===== config.mk =====
export PLATFORM = sky130hd
export DESIGN_NAME = ghp_ctrl
export DESIGN_NICKNAME = d
export VERILOG_FILES = /design/src/rtl/ghp_pkg.sv /design/src/rtl/ghp_ctrl.sv
export SDC_FILE = /design/constraint.sdc
export NUM_CORES = 2
export LEC_CHECK = 0
export BUFFER_PORTS_ARGS = -buffer_cell sky130_fd_sc_hd__clkbuf_2
export CAP_MARGIN = 5
export CORE_MARGIN = 3
export CORE_UTILIZATION = 50
export CTS_BUF_LIST = sky130_fd_sc_hd__clkbuf_8
export DETAILED_ROUTE_END_ITERATION = 10
export GPL_TIMING_DRIVEN = 0
export PLACE_DENSITY = 0.77
export SETUP_SLACK_MARGIN = 0.05
export SLEW_MARGIN = 40
export SYNTH_ARGS = -nofsm -noshare
export SYNTH_HDL_FRONTEND = slang
export SYNTH_SLANG_ARGS = --single-unit

===== constraint.sdc =====
create_clock -name sys_clk -period 9.66 [get_ports sys_clk]
set_clock_uncertainty 0.15 [all_clocks]
set_input_delay 0.966 -clock sys_clk [delete_from_list [all_inputs] [get_ports sys_clk]]
set_output_delay 0.966 -clock sys_clk [all_outputs]
set_load 0.005 [all_outputs]

===== src/rtl/ghp_pkg.sv =====
// Package: constants and carriers for the gauge housekeeping control
package ghp_pkg;
    localparam logic [7:0]  CMD_STATUS      = 8'h6A;
    localparam logic [7:0]  CMD_RESET_DATA  = 8'h05;
    localparam logic [7:0]  STATUS_RESET    = 8'h00;
    localparam int          STAT_UNSUP_BIT  = 1;
    localparam int          STAT_LU_BIT     = 0;
    localparam logic [15:0] WAKE_1V0_UV     = 16'h03E8;
    localparam logic [15:0] WAKE_2V2_UV     = 16'h0898;
    localparam logic [15:0] WAKE_4V6_UV     = 16'h11F8;
    localparam logic [15:0] WAKE_9V8_UV     = 16'h2648;
    localparam logic signed [15:0] CAL_TEMP_LO_C  = 16'sh0005;
    localparam logic signed [15:0] CAL_TEMP_HI_C  = 16'sh002D;
    localparam logic signed [15:0] CAL_TSTEP_C    = 16'sh0008;
    localparam logic [15:0] CAL_VSTEP_MV    = 16'h0100;
    localparam logic [15:0] CAL_CUR_MA      = 16'h0064;
    localparam logic [15:0] CAL_ABORT_MV    = 16'h0020;
    localparam longint      CLK_HZ          = 100_000_000;
    localparam longint      CAL_TDWELL_S    = 60;
    localparam longint      CAL_TDWELL_CYC  = CAL_TDWELL_S * CLK_HZ;
    localparam longint      CAL_RUN_US      = 100;
    localparam longint      CAL_RUN_CYC     = CAL_RUN_US * CLK_HZ / 1_000_000;
    localparam logic [15:0] Z_MILLI         = 16'h03E8;

    typedef struct packed {
        logic        sense_sel_hi;
        logic        sense_sel_lo;
        logic        wake_range_bit;
        logic        sleep_en;
        logic [15:0] sleep_ma;
        logic [15:0] flash_min_mv;
    } ghp_cfg_t;

    typedef struct packed {
        logic [15:0]        cell_mv;
        logic signed [15:0] temp_c;
        logic signed [15:0] average_current_value;
        logic signed [15:0] vsr_uv;
    } ghp_meas_t;
endpackage : ghp_pkg


===== src/rtl/ghp_ctrl.sv =====
// Gauge housekeeping: resets, wake, flash gate, calibration, profiles
// Summary of operation
// - Count software resets per type, readable
// - Partial reset checks RAM sum, else full
// - Stored sum refreshed on every RAM write
// - Wake event on threshold crossing while asleep
// - Threshold from sense select and range bit
// - Sense select zero disables wake comparator
// - Flash write only at minimum cell voltage
// - Calibrate on sleep entry unless temperature extreme
// - Single calibration on voltage or temperature drift
// - Hold last current rate during calibration
// - Abort calibration on voltage drop over 32 mV
// - Subtract calibrated offset from sense voltage
// - Two default and two dynamic profiles
// - Single variant locks default selection
// - Battery good only after first OCV
// - Impedance from OCV, load voltage, current
// - Status byte: unsupported bit1, last profile bit0
// - Single variant seeds dynamic profiles, updates them
// - Match dynamic profile 0 then 1
// - No match overwrites least recently used
// - Auto sleep needs enable and low current
`timescale 1ns/10ps
`default_nettype none
module ghp_ctrl
    import ghp_pkg::*;
#(
    parameter int          RAM_WORDS      = 16,
    parameter bit          SINGLE_PROFILE = 1'b1,
    parameter logic [15:0] Z_TOL_MOHM     = 16'h0010,
    parameter logic [32:0] TDWELL_CYC     = 33'(CAL_TDWELL_CYC)
) (
    input  wire logic                         sys_clk,
    input  wire logic                         rst_b,
    input  wire ghp_cfg_t                     cfg,
    input  wire ghp_meas_t                    meas,
    input  wire logic                         sw_reset_req,
    input  wire logic                         sw_reset_partial,
    input  wire logic                         ram_wr,
    input  wire logic                         ram_upset,
    input  wire logic [$clog2(RAM_WORDS)-1:0] ram_addr,
    input  wire logic [7:0]                   ram_wdata,
    output logic      [7:0]                   ram_rdata,
    output logic                              ram_busy,
    input  wire logic                         hibernate_in,
    output logic                              sleep_active,
    output logic                              wake_event,
    input  wire logic                         flash_wr_req,
    output logic                              flash_wr_go,
    output logic                              flash_wr_refused,
    input  wire logic signed [15:0]           cal_offset_uv,
    output logic                              cal_busy,
    output logic signed [15:0]                vsr_corr_uv,
    output logic signed [15:0]                current_hold_ma,
    input  wire logic                         batt_present_pin,
    input  wire logic                         ocv_soc_done,
    input  wire logic [15:0]                  ocv_mv,
    input  wire logic                         unsup_detect,
    input  wire logic                         def_sel,
    input  wire logic [15:0]                  def_z0_mohm,
    input  wire logic [15:0]                  def_z1_mohm,
    input  wire logic                         z_update_valid,
    input  wire logic [15:0]                  z_update_mohm,
    output logic                              battery_good_out,
    output logic                              profile_copy,
    output logic      [15:0]                  meas_z_mohm,
    input  wire logic                         cmd_valid,
    input  wire logic [7:0]                   cmd_code,
    output logic      [15:0]                  cmd_data,
    output logic                              cmd_ack
);
    localparam int AW = $clog2(RAM_WORDS);
    localparam logic [31:0] CAL_CYC = 32'(CAL_RUN_CYC);

    typedef enum logic [1:0] {CS_IDLE, CS_SCAN, CS_CHECK} ghp_cs_t;
    typedef enum logic [1:0] {PS_ABSENT, PS_OCV, PS_MATCH, PS_RUN} ghp_ps_t;

    function automatic logic [15:0] wake_thresh(input logic [1:0] sel, input logic rng);
        unique case ({sel, rng})
            3'b010:         wake_thresh = WAKE_1V0_UV;
            3'b011, 3'b100: wake_thresh = WAKE_2V2_UV;
            3'b101, 3'b110: wake_thresh = WAKE_4V6_UV;
            3'b111:         wake_thresh = WAKE_9V8_UV;
            default:        wake_thresh = 16'hFFFF;
        endcase
    endfunction : wake_thresh

    function automatic logic [15:0] mag16(input logic signed [15:0] v);
        mag16 = v[15] ? 16'(-v) : 16'(v);
    endfunction : mag16

    function automatic logic [15:0] diff16(input logic [15:0] a, input logic [15:0] b);
        diff16 = (a >= b) ? 16'(a - b) : 16'(b - a);
    endfunction : diff16

    // Reset counting and RAM checksum
    logic [7:0]    ram_q [RAM_WORDS];
    logic [7:0]    csum_q, scan_sum_q;
    logic [AW-1:0] scan_idx_q;
    ghp_cs_t       cs_q;
    logic [7:0]    cnt_partial_q, cnt_full_q;
    logic          wipe;
    logic          scan_last;

    assign scan_last = (scan_idx_q == AW'(RAM_WORDS - 1));
    assign wipe      = (cs_q == CS_CHECK) && (scan_sum_q != csum_q);
    assign ram_busy  = (cs_q != CS_IDLE);
    assign ram_rdata = ram_q[ram_addr];

    always_ff @(posedge sys_clk or negedge rst_b) begin
        if (!rst_b) begin
            cs_q          <= CS_IDLE;
            scan_idx_q    <= '0;
            scan_sum_q    <= 8'h00;
            cnt_partial_q <= 8'h00;
            cnt_full_q    <= 8'h00;
        end else begin
            unique case (cs_q)
                CS_IDLE: if (sw_reset_req) begin
                    if (sw_reset_partial) begin
                        cs_q       <= CS_SCAN;
                        scan_idx_q <= '0;
                        scan_sum_q <= 8'h00;
                    end else begin
                        cnt_full_q <= cnt_full_q + 8'h01;
                    end
                end
                CS_SCAN: begin
                    scan_sum_q <= scan_sum_q + ram_q[scan_idx_q];
                    scan_idx_q <= scan_idx_q + AW'(1);
                    if (scan_last) cs_q <= CS_CHECK;
                end
                CS_CHECK: begin
                    cs_q <= CS_IDLE;
                    // A failed check is counted as the full reset it became
                    if (wipe) cnt_full_q <= cnt_full_q + 8'h01;
                    else cnt_partial_q <= cnt_partial_q + 8'h01;
                end
                default: cs_q <= CS_IDLE;
            endcase
        end
    end

    generate
        for (genvar i = 0; i < RAM_WORDS; i++) begin : g_ram
            logic hit;
            assign hit = (ram_addr == AW'(i)) && !ram_busy;
            always_ff @(posedge sys_clk or negedge rst_b) begin
                if (!rst_b) ram_q[i] <= 8'h00;
                else if (wipe) ram_q[i] <= 8'h00;
                else if (hit && ram_wr) ram_q[i] <= ram_wdata;
                else if (hit && ram_upset) ram_q[i] <= ram_q[i] ^ 8'h01;
            end
        end
    endgenerate

    // Running sum keeps the stored value current without a rescan
    always_ff @(posedge sys_clk or negedge rst_b) begin
        if (!rst_b) csum_q <= 8'h00;
        else if (wipe) csum_q <= 8'h00;
        else if (ram_wr && !ram_busy) csum_q <= csum_q - ram_q[ram_addr] + ram_wdata;
    end

    // Sleep entry and wake comparator
    logic [15:0] avg_mag, vsr_mag, thr;
    logic        sleep_ok, wake_en, over_q, over;

    assign avg_mag  = mag16(meas.average_current_value);
    assign sleep_ok = cfg.sleep_en && (avg_mag < cfg.sleep_ma);
    assign wake_en  = cfg.sense_sel_hi | cfg.sense_sel_lo;
    assign thr      = wake_thresh({cfg.sense_sel_hi, cfg.sense_sel_lo}, cfg.wake_range_bit);
    assign vsr_mag  = mag16(meas.vsr_uv);
    assign over     = wake_en && (vsr_mag >= thr);
    assign wake_event = over && !over_q && (sleep_active || hibernate_in);

    always_ff @(posedge sys_clk or negedge rst_b) begin
        if (!rst_b) begin
            sleep_active <= 1'b0;
            over_q       <= 1'b0;
        end else begin
            over_q       <= over;
            sleep_active <= sleep_ok && !wake_event;
        end
    end

    // Flash write gate
    always_ff @(posedge sys_clk or negedge rst_b) begin
        if (!rst_b) begin
            flash_wr_go      <= 1'b0;
            flash_wr_refused <= 1'b0;
        end else begin
            flash_wr_go      <= flash_wr_req && (meas.cell_mv >= cfg.flash_min_mv);
            flash_wr_refused <= flash_wr_req && (meas.cell_mv < cfg.flash_min_mv);
        end
    end

    // Offset calibration
    logic               sleep_entry, temp_ok, drift_v, drift_t, single_cal, abort;
    logic [31:0]        cal_cnt_q;
    logic [32:0]        tdw_cnt_q;
    logic [15:0]        v_start_q, v_ref_q;
    logic signed [15:0] t_ref_q, offset_q, tdelta;

    assign sleep_entry = sleep_ok && !sleep_active;
    assign temp_ok     = (meas.temp_c > CAL_TEMP_LO_C) && (meas.temp_c < CAL_TEMP_HI_C);
    assign tdelta      = 16'(meas.temp_c - t_ref_q);
    assign drift_v     = diff16(meas.cell_mv, v_ref_q) >= CAL_VSTEP_MV;
    assign drift_t     = tdw_cnt_q >= TDWELL_CYC;
    assign single_cal  = (avg_mag <= CAL_CUR_MA) && (drift_v || drift_t);
    assign abort       = cal_busy &&
                         (32'(meas.cell_mv) + 32'(CAL_ABORT_MV) < 32'(v_start_q));
    assign vsr_corr_uv = 16'(meas.vsr_uv - offset_q);

    always_ff @(posedge sys_clk or negedge rst_b) begin
        if (!rst_b) tdw_cnt_q <= '0;
        else if (cal_busy || mag16(tdelta) <= 16'(CAL_TSTEP_C)) tdw_cnt_q <= '0;
        else if (!drift_t) tdw_cnt_q <= tdw_cnt_q + 33'd1;
    end

    always_ff @(posedge sys_clk or negedge rst_b) begin
        if (!rst_b) begin
            cal_busy        <= 1'b0;
            cal_cnt_q       <= 32'h0000_0000;
            v_start_q       <= 16'h0000;
            v_ref_q         <= 16'h0000;
            t_ref_q         <= 16'sh0000;
            offset_q        <= 16'sh0000;
            current_hold_ma <= 16'sh0000;
        end else begin
            // Rate frozen while the converter is busy with its own offset
            if (!cal_busy) current_hold_ma <= meas.average_current_value;
            if (!cal_busy && ((sleep_entry && temp_ok) || single_cal)) begin
                cal_busy  <= 1'b1;
                cal_cnt_q <= 32'h0000_0000;
                v_start_q <= meas.cell_mv;
            end else if (abort) begin
                cal_busy <= 1'b0;
            end else if (cal_busy) begin
                cal_cnt_q <= cal_cnt_q + 32'h0000_0001;
                if (cal_cnt_q >= CAL_CYC - 32'h0000_0001) begin
                    cal_busy <= 1'b0;
                    offset_q <= cal_offset_uv;
                    v_ref_q  <= meas.cell_mv;
                    t_ref_q  <= meas.temp_c;
                end
            end
        end
    end

    // Battery good and profile selection
    logic        present_m_q, present_q;
    ghp_ps_t     ps_q;
    logic [15:0] dyn_z_q [2];
    logic [1:0]  dyn_valid_q;
    logic        last_q, unsup_q, sel_lock_q, def_sel_q;
    logic [15:0] def_z, z_calc;
    logic [31:0] z_num;
    logic        match0, match1;

    assign def_z  = def_sel_q ? def_z1_mohm : def_z0_mohm;
    assign z_num  = (meas.cell_mv < ocv_mv) ? 32'(ocv_mv - meas.cell_mv) * 32'(Z_MILLI) : '0;
    assign z_calc = (avg_mag == 16'h0000) ? 16'hFFFF : 16'(z_num / 32'(avg_mag));
    assign match0 = dyn_valid_q[0] && diff16(z_calc, dyn_z_q[0]) <= Z_TOL_MOHM;
    assign match1 = dyn_valid_q[1] && diff16(z_calc, dyn_z_q[1]) <= Z_TOL_MOHM;

    always_ff @(posedge sys_clk or negedge rst_b) begin
        if (!rst_b) begin
            present_m_q <= 1'b0;
            present_q   <= 1'b0;
            sel_lock_q  <= 1'b0;
            def_sel_q   <= 1'b0;
        end else begin
            present_m_q <= batt_present_pin;
            present_q   <= present_m_q;
            // Single variant: selection caught once after reset
            if (!sel_lock_q || (!SINGLE_PROFILE && ps_q == PS_ABSENT)) def_sel_q <= def_sel;
            sel_lock_q <= 1'b1;
        end
    end

    always_ff @(posedge sys_clk or negedge rst_b) begin
        if (!rst_b) begin
            ps_q             <= PS_ABSENT;
            battery_good_out <= 1'b0;
            dyn_z_q[0]       <= 16'h0000;
            dyn_z_q[1]       <= 16'h0000;
            dyn_valid_q      <= 2'b00;
            last_q           <= 1'b0;
            unsup_q          <= 1'b0;
            profile_copy     <= 1'b0;
            meas_z_mohm      <= 16'h0000;
        end else begin
            profile_copy <= 1'b0;
            unique case (ps_q)
                PS_ABSENT: if (present_q) ps_q <= PS_OCV;
                PS_OCV: if (ocv_soc_done) begin
                    battery_good_out <= 1'b1;
                    ps_q             <= PS_MATCH;
                end
                PS_MATCH: begin
                    meas_z_mohm <= z_calc;
                    unsup_q     <= unsup_detect;
                    ps_q        <= PS_RUN;
                    if (dyn_valid_q == 2'b00) begin
                        profile_copy <= 1'b1;
                        last_q       <= 1'b0;
                        dyn_z_q[0]   <= def_z;
                        dyn_valid_q[0] <= 1'b1;
                        if (SINGLE_PROFILE) begin
                            dyn_z_q[1]     <= def_z;
                            dyn_valid_q[1] <= 1'b1;
                        end
                    end else if (match0) begin
                        last_q <= 1'b0;
                    end else if (match1) begin
                        last_q <= 1'b1;
                    end else begin
                        // Oldest slot is the one not used last
                        profile_copy        <= 1'b1;
                        dyn_z_q[!last_q]     <= def_z;
                        dyn_valid_q[!last_q] <= 1'b1;
                        last_q              <= !last_q;
                    end
                end
                PS_RUN: begin
                    if (z_update_valid) dyn_z_q[last_q] <= z_update_mohm;
                    if (!present_q) begin
                        battery_good_out <= 1'b0;
                        ps_q             <= PS_ABSENT;
                    end
                end
            endcase
        end
    end

    // Command read port
    logic [7:0] status_byte;

    always_comb begin
        status_byte = STATUS_RESET;
        status_byte[STAT_UNSUP_BIT] = unsup_q;
        status_byte[STAT_LU_BIT]    = last_q;
    end

    always_ff @(posedge sys_clk or negedge rst_b) begin
        if (!rst_b) begin
            cmd_data <= 16'h0000;
            cmd_ack  <= 1'b0;
        end else begin
            cmd_ack <= cmd_valid && (cmd_code == CMD_STATUS || cmd_code == CMD_RESET_DATA);
            if (cmd_valid && cmd_code == CMD_STATUS) cmd_data <= {8'h00, status_byte};
            else if (cmd_valid && cmd_code == CMD_RESET_DATA)
                cmd_data <= {cnt_full_q, cnt_partial_q};
        end
    end
endmodule : ghp_ctrl
`default_nettype wire


== Word level (Yosys, flattened, before mapping) ==
Index checks and enable logic that the tools add are counted.

* Multipliers: 1
* $add $sub $neg: 21
* Reduce and logical (&&, ||, !) cells: 139
* $lt $le $gt $ge: 26
* Bitwise operators: 25
* Div/mod/pow operators: 1
* Muxes and demuxes: 121
* Equality and inequality tests: 45

{| class="wikitable"
|+ Operator list
! kind !! count
|-
| 8-bit 2-to-1 mux || 43
|-
| 32-bit 2-to-1 mux || 8
|-
| 16-bit 2-to-1 mux || 12
|-
| 16-bit subtractor || 8
|-
| 16-bit greater-or-equal comparator || 5
|-
| 1-bit logical AND || 71
|-
| 33-bit 2-to-1 mux || 2
|-
| 8-bit binary-select mux with 4-bit select || 2
|-
| 32-bit bitwise mux || 2
|-
| 16-bit case mux with 4 select lines || 1
|-
| 32-bit case mux with 2 select lines || 1
|-
| 16-bit less-than comparator || 3
|-
| 16-bit negation || 3
|-
| 2-bit nonzero test || 24
|-
| 3-bit nonzero test || 16
|-
| 4-bit equality test, second input constant || 9
|-
| 33-bit by 1-bit adder with 33-bit output, second input constant || 1
|-
| 33-bit greater-or-equal comparator, second input constant || 1
|-
| 32-bit by 1-bit adder with 32-bit output, second input constant || 1
|-
| 16-bit demux with 1-bit select || 2
|-
| 32-bit by 16-bit divider with 32-bit output || 1
|-
| 32-bit by 14-bit greater-or-equal comparator with 1-bit output, second input constant || 1
|-
| 16-bit by 5-bit <= comparator with 1-bit output, second input constant || 2
|-
| 32-bit by 7-bit multiplier with 29-bit output, second input constant || 1
|-
| other kinds (53) || 159
|}

* Output and inout port bits: 81
* Logic and storage cells: 444
* Register bits: 393

== Logic depth before layout (Yosys ltp) ==
* Depth after elaboration: 13
* Mapped depth: 551

== Worst setup path after synthesis ==
OpenSTA, ideal clock, no wires.

* Path type: input to register
* Start: input ocv_mv[0]
* End: register dyn_z_q[10] in the netlist's numbering
* Arrival: 104.752 ns
* Slack: -95.308 ns
* Stages on the path: 526
* Cell sequence: inv_1 > ha_1 > fa_1 > nand2b_1 > a211oi_1 > nor3_1 > nor2b_1 > a41o_1 > and2_1 > o21ai_0 > nand2b_1 > xor2_1 > inv_1 > fa_1 > fa_1 > inv_1 > fa_1 > inv_1 > [... 490 more ...] > clkbuf_1 > mux2_2 > a31oi_1 > o21ai_0 > nand2_1 > nand2_1 > a221o_1 > or2_2 > nor3b_1 > a21oi_1 > or4_1 > a221o_1 > nor2b_1 > a21oi_1 > a21oi_1 > o21ai_1 > clkbuf_1 > a22o_1

* Word-level cells in the longest chain between the ends: 11
* Elaborated cells between the ends (all ways): 21
* Those cells by class: add/sub: 5; mul: 1; div: 1; order compare: 5; eq/ne: 2; mux: 4; reduce/logical: 3

{| class="wikitable"
|+ RTL lines
! item !! line !! text
|-
| from (decl) || ghp_ctrl.sv:58 || <nowiki>input wire logic [15:0] ocv_mv,</nowiki>
|-
| 16-bit by 16-bit subtractor with 17-bit output || ghp_ctrl.sv:262 || <nowiki>assign z_num = (meas.cell_mv < ocv_mv) ? 32'(ocv_mv - meas.cell_mv) * 32'(Z_MILLI) : '0;</nowiki>
|-
| 32-bit by 7-bit multiplier with 29-bit output || ghp_ctrl.sv:262 ||
|-
| 32-bit 2-to-1 mux (*) || ghp_ctrl.sv:262 ||
|-
| 32-bit by 16-bit divider with 32-bit output (*) || ghp_ctrl.sv:263 || <nowiki>assign z_calc = (avg_mag == 16'h0000) ? 16'hFFFF : 16'(z_num / 32'(avg_mag));</nowiki>
|-
| 16-bit 2-to-1 mux (*) || ghp_ctrl.sv:263 ||
|-
| 16-bit subtractor / 16-bit greater-or-equal comparator (equally long branches) || ghp_ctrl.sv:94 || <nowiki>diff16 = (a >= b) ? 16'(a - b) : 16'(b - a);</nowiki>
|-
| 16-bit 2-to-1 mux || ghp_ctrl.sv:94 ||
|-
| 16-bit by 5-bit <= comparator with 1-bit output, on equally long branches || ghp_ctrl.sv:265, ghp_ctrl.sv:264 ||
|-
| 1-bit logical AND, on equally long branches || ghp_ctrl.sv:265, ghp_ctrl.sv:264 ||
|-
| 3-bit inequality test (no source line) || n/a ||
|-
| 4-bit AND reduction (no source line) (*) || n/a ||
|-
| to (signal, indexed assignment) || ghp_ctrl.sv:321 || <nowiki>dyn_z_q[!last_q] <= def_z;</nowiki>
|-
| to (signal, indexed assignment) || ghp_ctrl.sv:327 || <nowiki>if (z_update_valid) dyn_z_q[last_q] <= z_update_mohm;</nowiki>
|-
| to (decl) || ghp_ctrl.sv:254 || <nowiki>logic [15:0] dyn_z_q [2];</nowiki>
|}

Mark *: on every way between the ends. The rest lies on a longest branch, timed or not.
A chain may end at the register's enable or synchronous reset.

== Final worst setup path ==
* Start: input ocv_mv[0]
* End: register dyn_z_q[30] in the netlist's numbering

Same word-level chain as after synthesis.

==> summary.md <==
The flow ran to the end, but the final reports show violations. The checks that failed: negative setup slack. Leaving out fill and tap cells, the most frequent cell in the layout is ha_1. The logs give 6 for the number of antenna violations at the first check in global routing and 0.971 for the placer's final routability congestion estimate. The class of the most critical hold timing path is register to register. The worst-case setup margin in the final layout was -88.43 ns; the die width was 332 um. The final count of negative-setup-slack endpoints came out at 52.

The total of warnings raised by yosys was 0; the total of buffers placed on input and output ports was 278. The count of nets left with antenna violations once routing finished came out at 0. The run gives 9 as the iteration count of the initial detailed-routing pass. Setup repair after global routing could not meet its margin everywhere.

The ratio of cells with drive above 1 in the final layout works out to 25.6%. For the placed instance area, the log shows 58800 um2. From bottom edge to top edge, the die measures 332 um. The tools report the global routing usage on met2 as 47.0%. The tools report the endpoint of the worst-slack reg-to-reg timing path as cal_cnt_q[29]$_DFFE_PN0P_.

The tools report the maximum number of pins on one net before global-route repair as 72. By area, the combinational part of the netlist is dominated by compound AO/OA/AOI/OAI gates. In this run the worst setup path begins at ocv_mv[0]. For the starting density of the core, the log shows 50.5%. The tools report the total negative setup slack as -4023.71 ns. The clock reaches the later pin of the worst-skew pair after 0.73 ns.

The remaining routing DRC violations is 0, and the number of distinct standard cells referenced by the synthesized netlist is 133. In the finished design, the share of the clock period the worst path needs comes to 1020%. Endpoint of the most critical setup path: dyn_z_q[30]$_DFFE_PN0P_. Across the run, the number of max-cap violations was 0.

The run gives 176 mm as the routed wire length. Dominant cell type by count on the critical path: o21a_1. STA classifies the critical path startpoint as an input pin. The detailed router finished its first iteration with 4779 violations. The library cells used most frequently in the layout, excluding fill and tap cells, are ha_1 (581), nor2_1 (574), nand2_1 (505). For the maximum number of buffers from clock root to sink, the log shows 3.

Startpoint-to-endpoint class of the critical path: input pin to register. Share of synthesized flip-flops with an asynchronous set or reset: 100%. The total global-route track usage came out at 28.9%. In this run, synthesis produced a sequential element count of 393. The synthesized area per cell was 8.20 um2.

For the pin with the worst max-slew slack, the measured transition is 1.05 ns. Dominant register cell in the synthesized netlist: dfrtp_1. The number of top-level design ports was 295. After detailed routing, the number of vias per cell comes to 6.24.

The sum of overflow across all layers after global routing was 0; the first-pass GRT wire length was 265 mm. The area growth from synthesis to layout is 25.2%. The synthesized netlist devotes 6.92% of its cell area to XOR and XNOR gates.

Fraction of the mapped netlist area in compound gates: 22.6%. The global-route track usage on met1 was 38.6%; the average wire per standard cell was 20.0 um. Of the total synthesized cell area, the portion taken by AND, OR, NAND and NOR gates is 20.2%. The area share of fa/ha/maj cells after synthesis came out at 18.1%.

At the worst endpoint, the arrival time is 98.48 ns. Prior to clock tree synthesis, the placed netlist has a worst setup slack of -97.05 ns. For the number of global-route vias before repair, the log shows 51100. The layer carrying the most global-route usage was met2.

The full die area was 111000 um2; the number of enable flip-flop cells after synthesis was 0. In the final design database the tool counted 8286 nets. The run gives 2.46 ns as the register-to-register setup slack. The worst register-to-register path begins at v_ref_q[1]$_DFFE_PN0P_. The number of pins exceeding their max-slew limit in the final report was 0; the final cell utilization of the core was 63.2%.

The worst slew margin relative to its limit is 29.1%, and the maximum level of the CTS H-tree is 3. The tree built by TritonCTS fans out to 393 sinks. The post-synthesis mux area share was 9.33%; the final critical path time including I/O delays and setup was 98.09 ns. The worst setup path is captured at a register. Sequential cells were found to cover 18.5% of the synthesized design area. With fillers left out, the area of the finished cells amounts to 66700 um2.

In this run the clock root is driven by a clkbuf_8. Counting the fill cells in the layout gives 8451. The synthesized netlist occupies a cell area of 53300 um2. For the worst flop-to-flop path, the logic depth is 34. Data on the critical path is required at its endpoint by 10.05 ns. The post-detailed-placement half-perimeter wirelength is 126 mm, and the standard-cell row count is 119.

The maximum single-stage delay on the critical path is 0.58 ns, and the maximum frequency from static timing analysis is 0.0102 GHz. After clock tree synthesis, the clock-pin slew on the worst setup and hold paths is 0.06 ns. The number of buffers inserted during clock tree synthesis was 72; the net count after synthesis was 7440. The cell count after synthesis is 6499. The routed layout has 54800 vias.

The count of endpoints failing hold in the final timing report is 0. TritonCTS built the clock tree. The total area inside the core boundary comes to 106000 um2.

For met3 alone, demand over resource in global routing was 4.24%. Along the worst path, the maximum fanout reaches 8. Among all stages on the critical path, the largest delay is contributed by or4_4.
==> state kept, by name, indices dropped and copies added (netlist names), 16 cells and up <==
signal and flops:
cal_cnt_q 32, cmd_data 16, current_hold_ma 16, dyn_z_q 32, meas_z_mohm 16, offset_q 16
ram_q 128, t_ref_q 16, tdw_cnt_q 33, v_ref_q 16, v_start_q 16
==> per-stage QoR <==
stage          instances  hold slack, ns
2_1_floorplan       6499           0.181
3_3_place_gp        8168           0.188
3_5_place_dp        8180           0.191
4_1_cts             8469           0.175
5_1_grt             8786           0.206
6_report            8786           0.201
==> cells by family after synthesis <==
logic type | count (synthesis)
adder cells (fa/ha/maj) | 732
flip-flops | 393
AO/OA/AOI/OAI | 1770
multiplexers | 378
other | 1
buffers and inverters | 615
XOR/XNOR | 419
AND/OR/NAND/NOR | 2191
==> final cells by class <==
class / instances / area [um2] / area share [%]
Buffer: 203 / 1560 / 2.34
Timing Repair Buffer: 773 / 5510 / 8.26
Multi-Input combinational cell: 5493 / 45000 / 67.5
Tap cell: 1391 / 1740 / 2.61
Sequential cell: 393 / 9830 / 14.7
Clock inverter: 30 / 219 / 0.328
Clock buffer: 89 / 1220 / 1.84
Antenna cell: 5 / 12.5 / 0.0188
Inverter: 409 / 1580 / 2.37
==> worst min path at each step <==
| stage | start | to | slack [ns] | cells after the start |
|---|---|---|---|---|
| global route | present_m_q$_DFF_PN0_ | present_q$_DFF_PN0_ | 0.21 | 0 |
| finish | present_m_q$_DFF_PN0_ | present_q$_DFF_PN0_ | 0.20 | 0 |
| global placement | present_m_q$_DFF_PN0_ | present_q$_DFF_PN0_ | 0.19 | 0 |
| CTS | batt_present_pin | present_m_q$_DFF_PN0_ | 0.17 | 1 |
| floorplan | present_m_q$_DFF_PN0_ | present_q$_DFF_PN0_ | 0.18 | 0 |
| detailed placement | present_m_q$_DFF_PN0_ | present_q$_DFF_PN0_ | 0.19 | 0 |
==> per-layer routing <==
metal  routed length, um  part of all wire (%)
met2               80200                    46
met1               72900                    42
met5                  27                 0.015
met3               14100                   8.1
met4                8300                   4.7
==> repair_timing <==
action,CTS,global route
hold endpoints to repair,24,0
gates cloned,6,7
resized for setup,204,342
setup buffers,163,308
hold buffers,1,0
setup endpoints to repair,52,52
pin swaps,137,349
==> synthesized netlist by cell type (all sizes together) (41+ instances only) <==
master	count	share of area, %
a211oi	53	0.79
a21o	195	2.7
a21oi	434	4.2
a22o	54	0.89
a31oi	56	0.74
and2	56	0.66
and3	55	0.65
buf	47	0.44
clkbuf	159	1.1
dfrtp	393	18
fa	64	2.4
ha	663	16
inv	408	2.9
mux2	141	3.0
mux2i	157	2.9
mux4	80	3.4
nand2	536	3.8
nand2b	86	1.0
nand3	160	1.5
nand4	66	0.77
nor2	644	4.6
nor2b	85	1.0
nor3	243	2.4
nor4	41	0.64
o21a	188	2.7
o21ai	330	3.1
o31ai	118	1.7
or2	64	0.76
or3	44	0.52
xnor2	246	4.1
xor2	173	2.8
==> worst max-delay path: cells and delay by family <==
family	cells	cell delay, ns
AO/OA/AOI/OAI	285	53.81
XOR/XNOR	3	0.66
adder cells (fa/ha/maj)	40	10.51
buffers and inverters	64	8.51
multiplexers	12	3.62
AND/OR/NAND/NOR	122	20.28
Power is left out: the tool's default activity adds up to more than one toggle a clock period on the data nets, which glitch-free logic cannot reach.
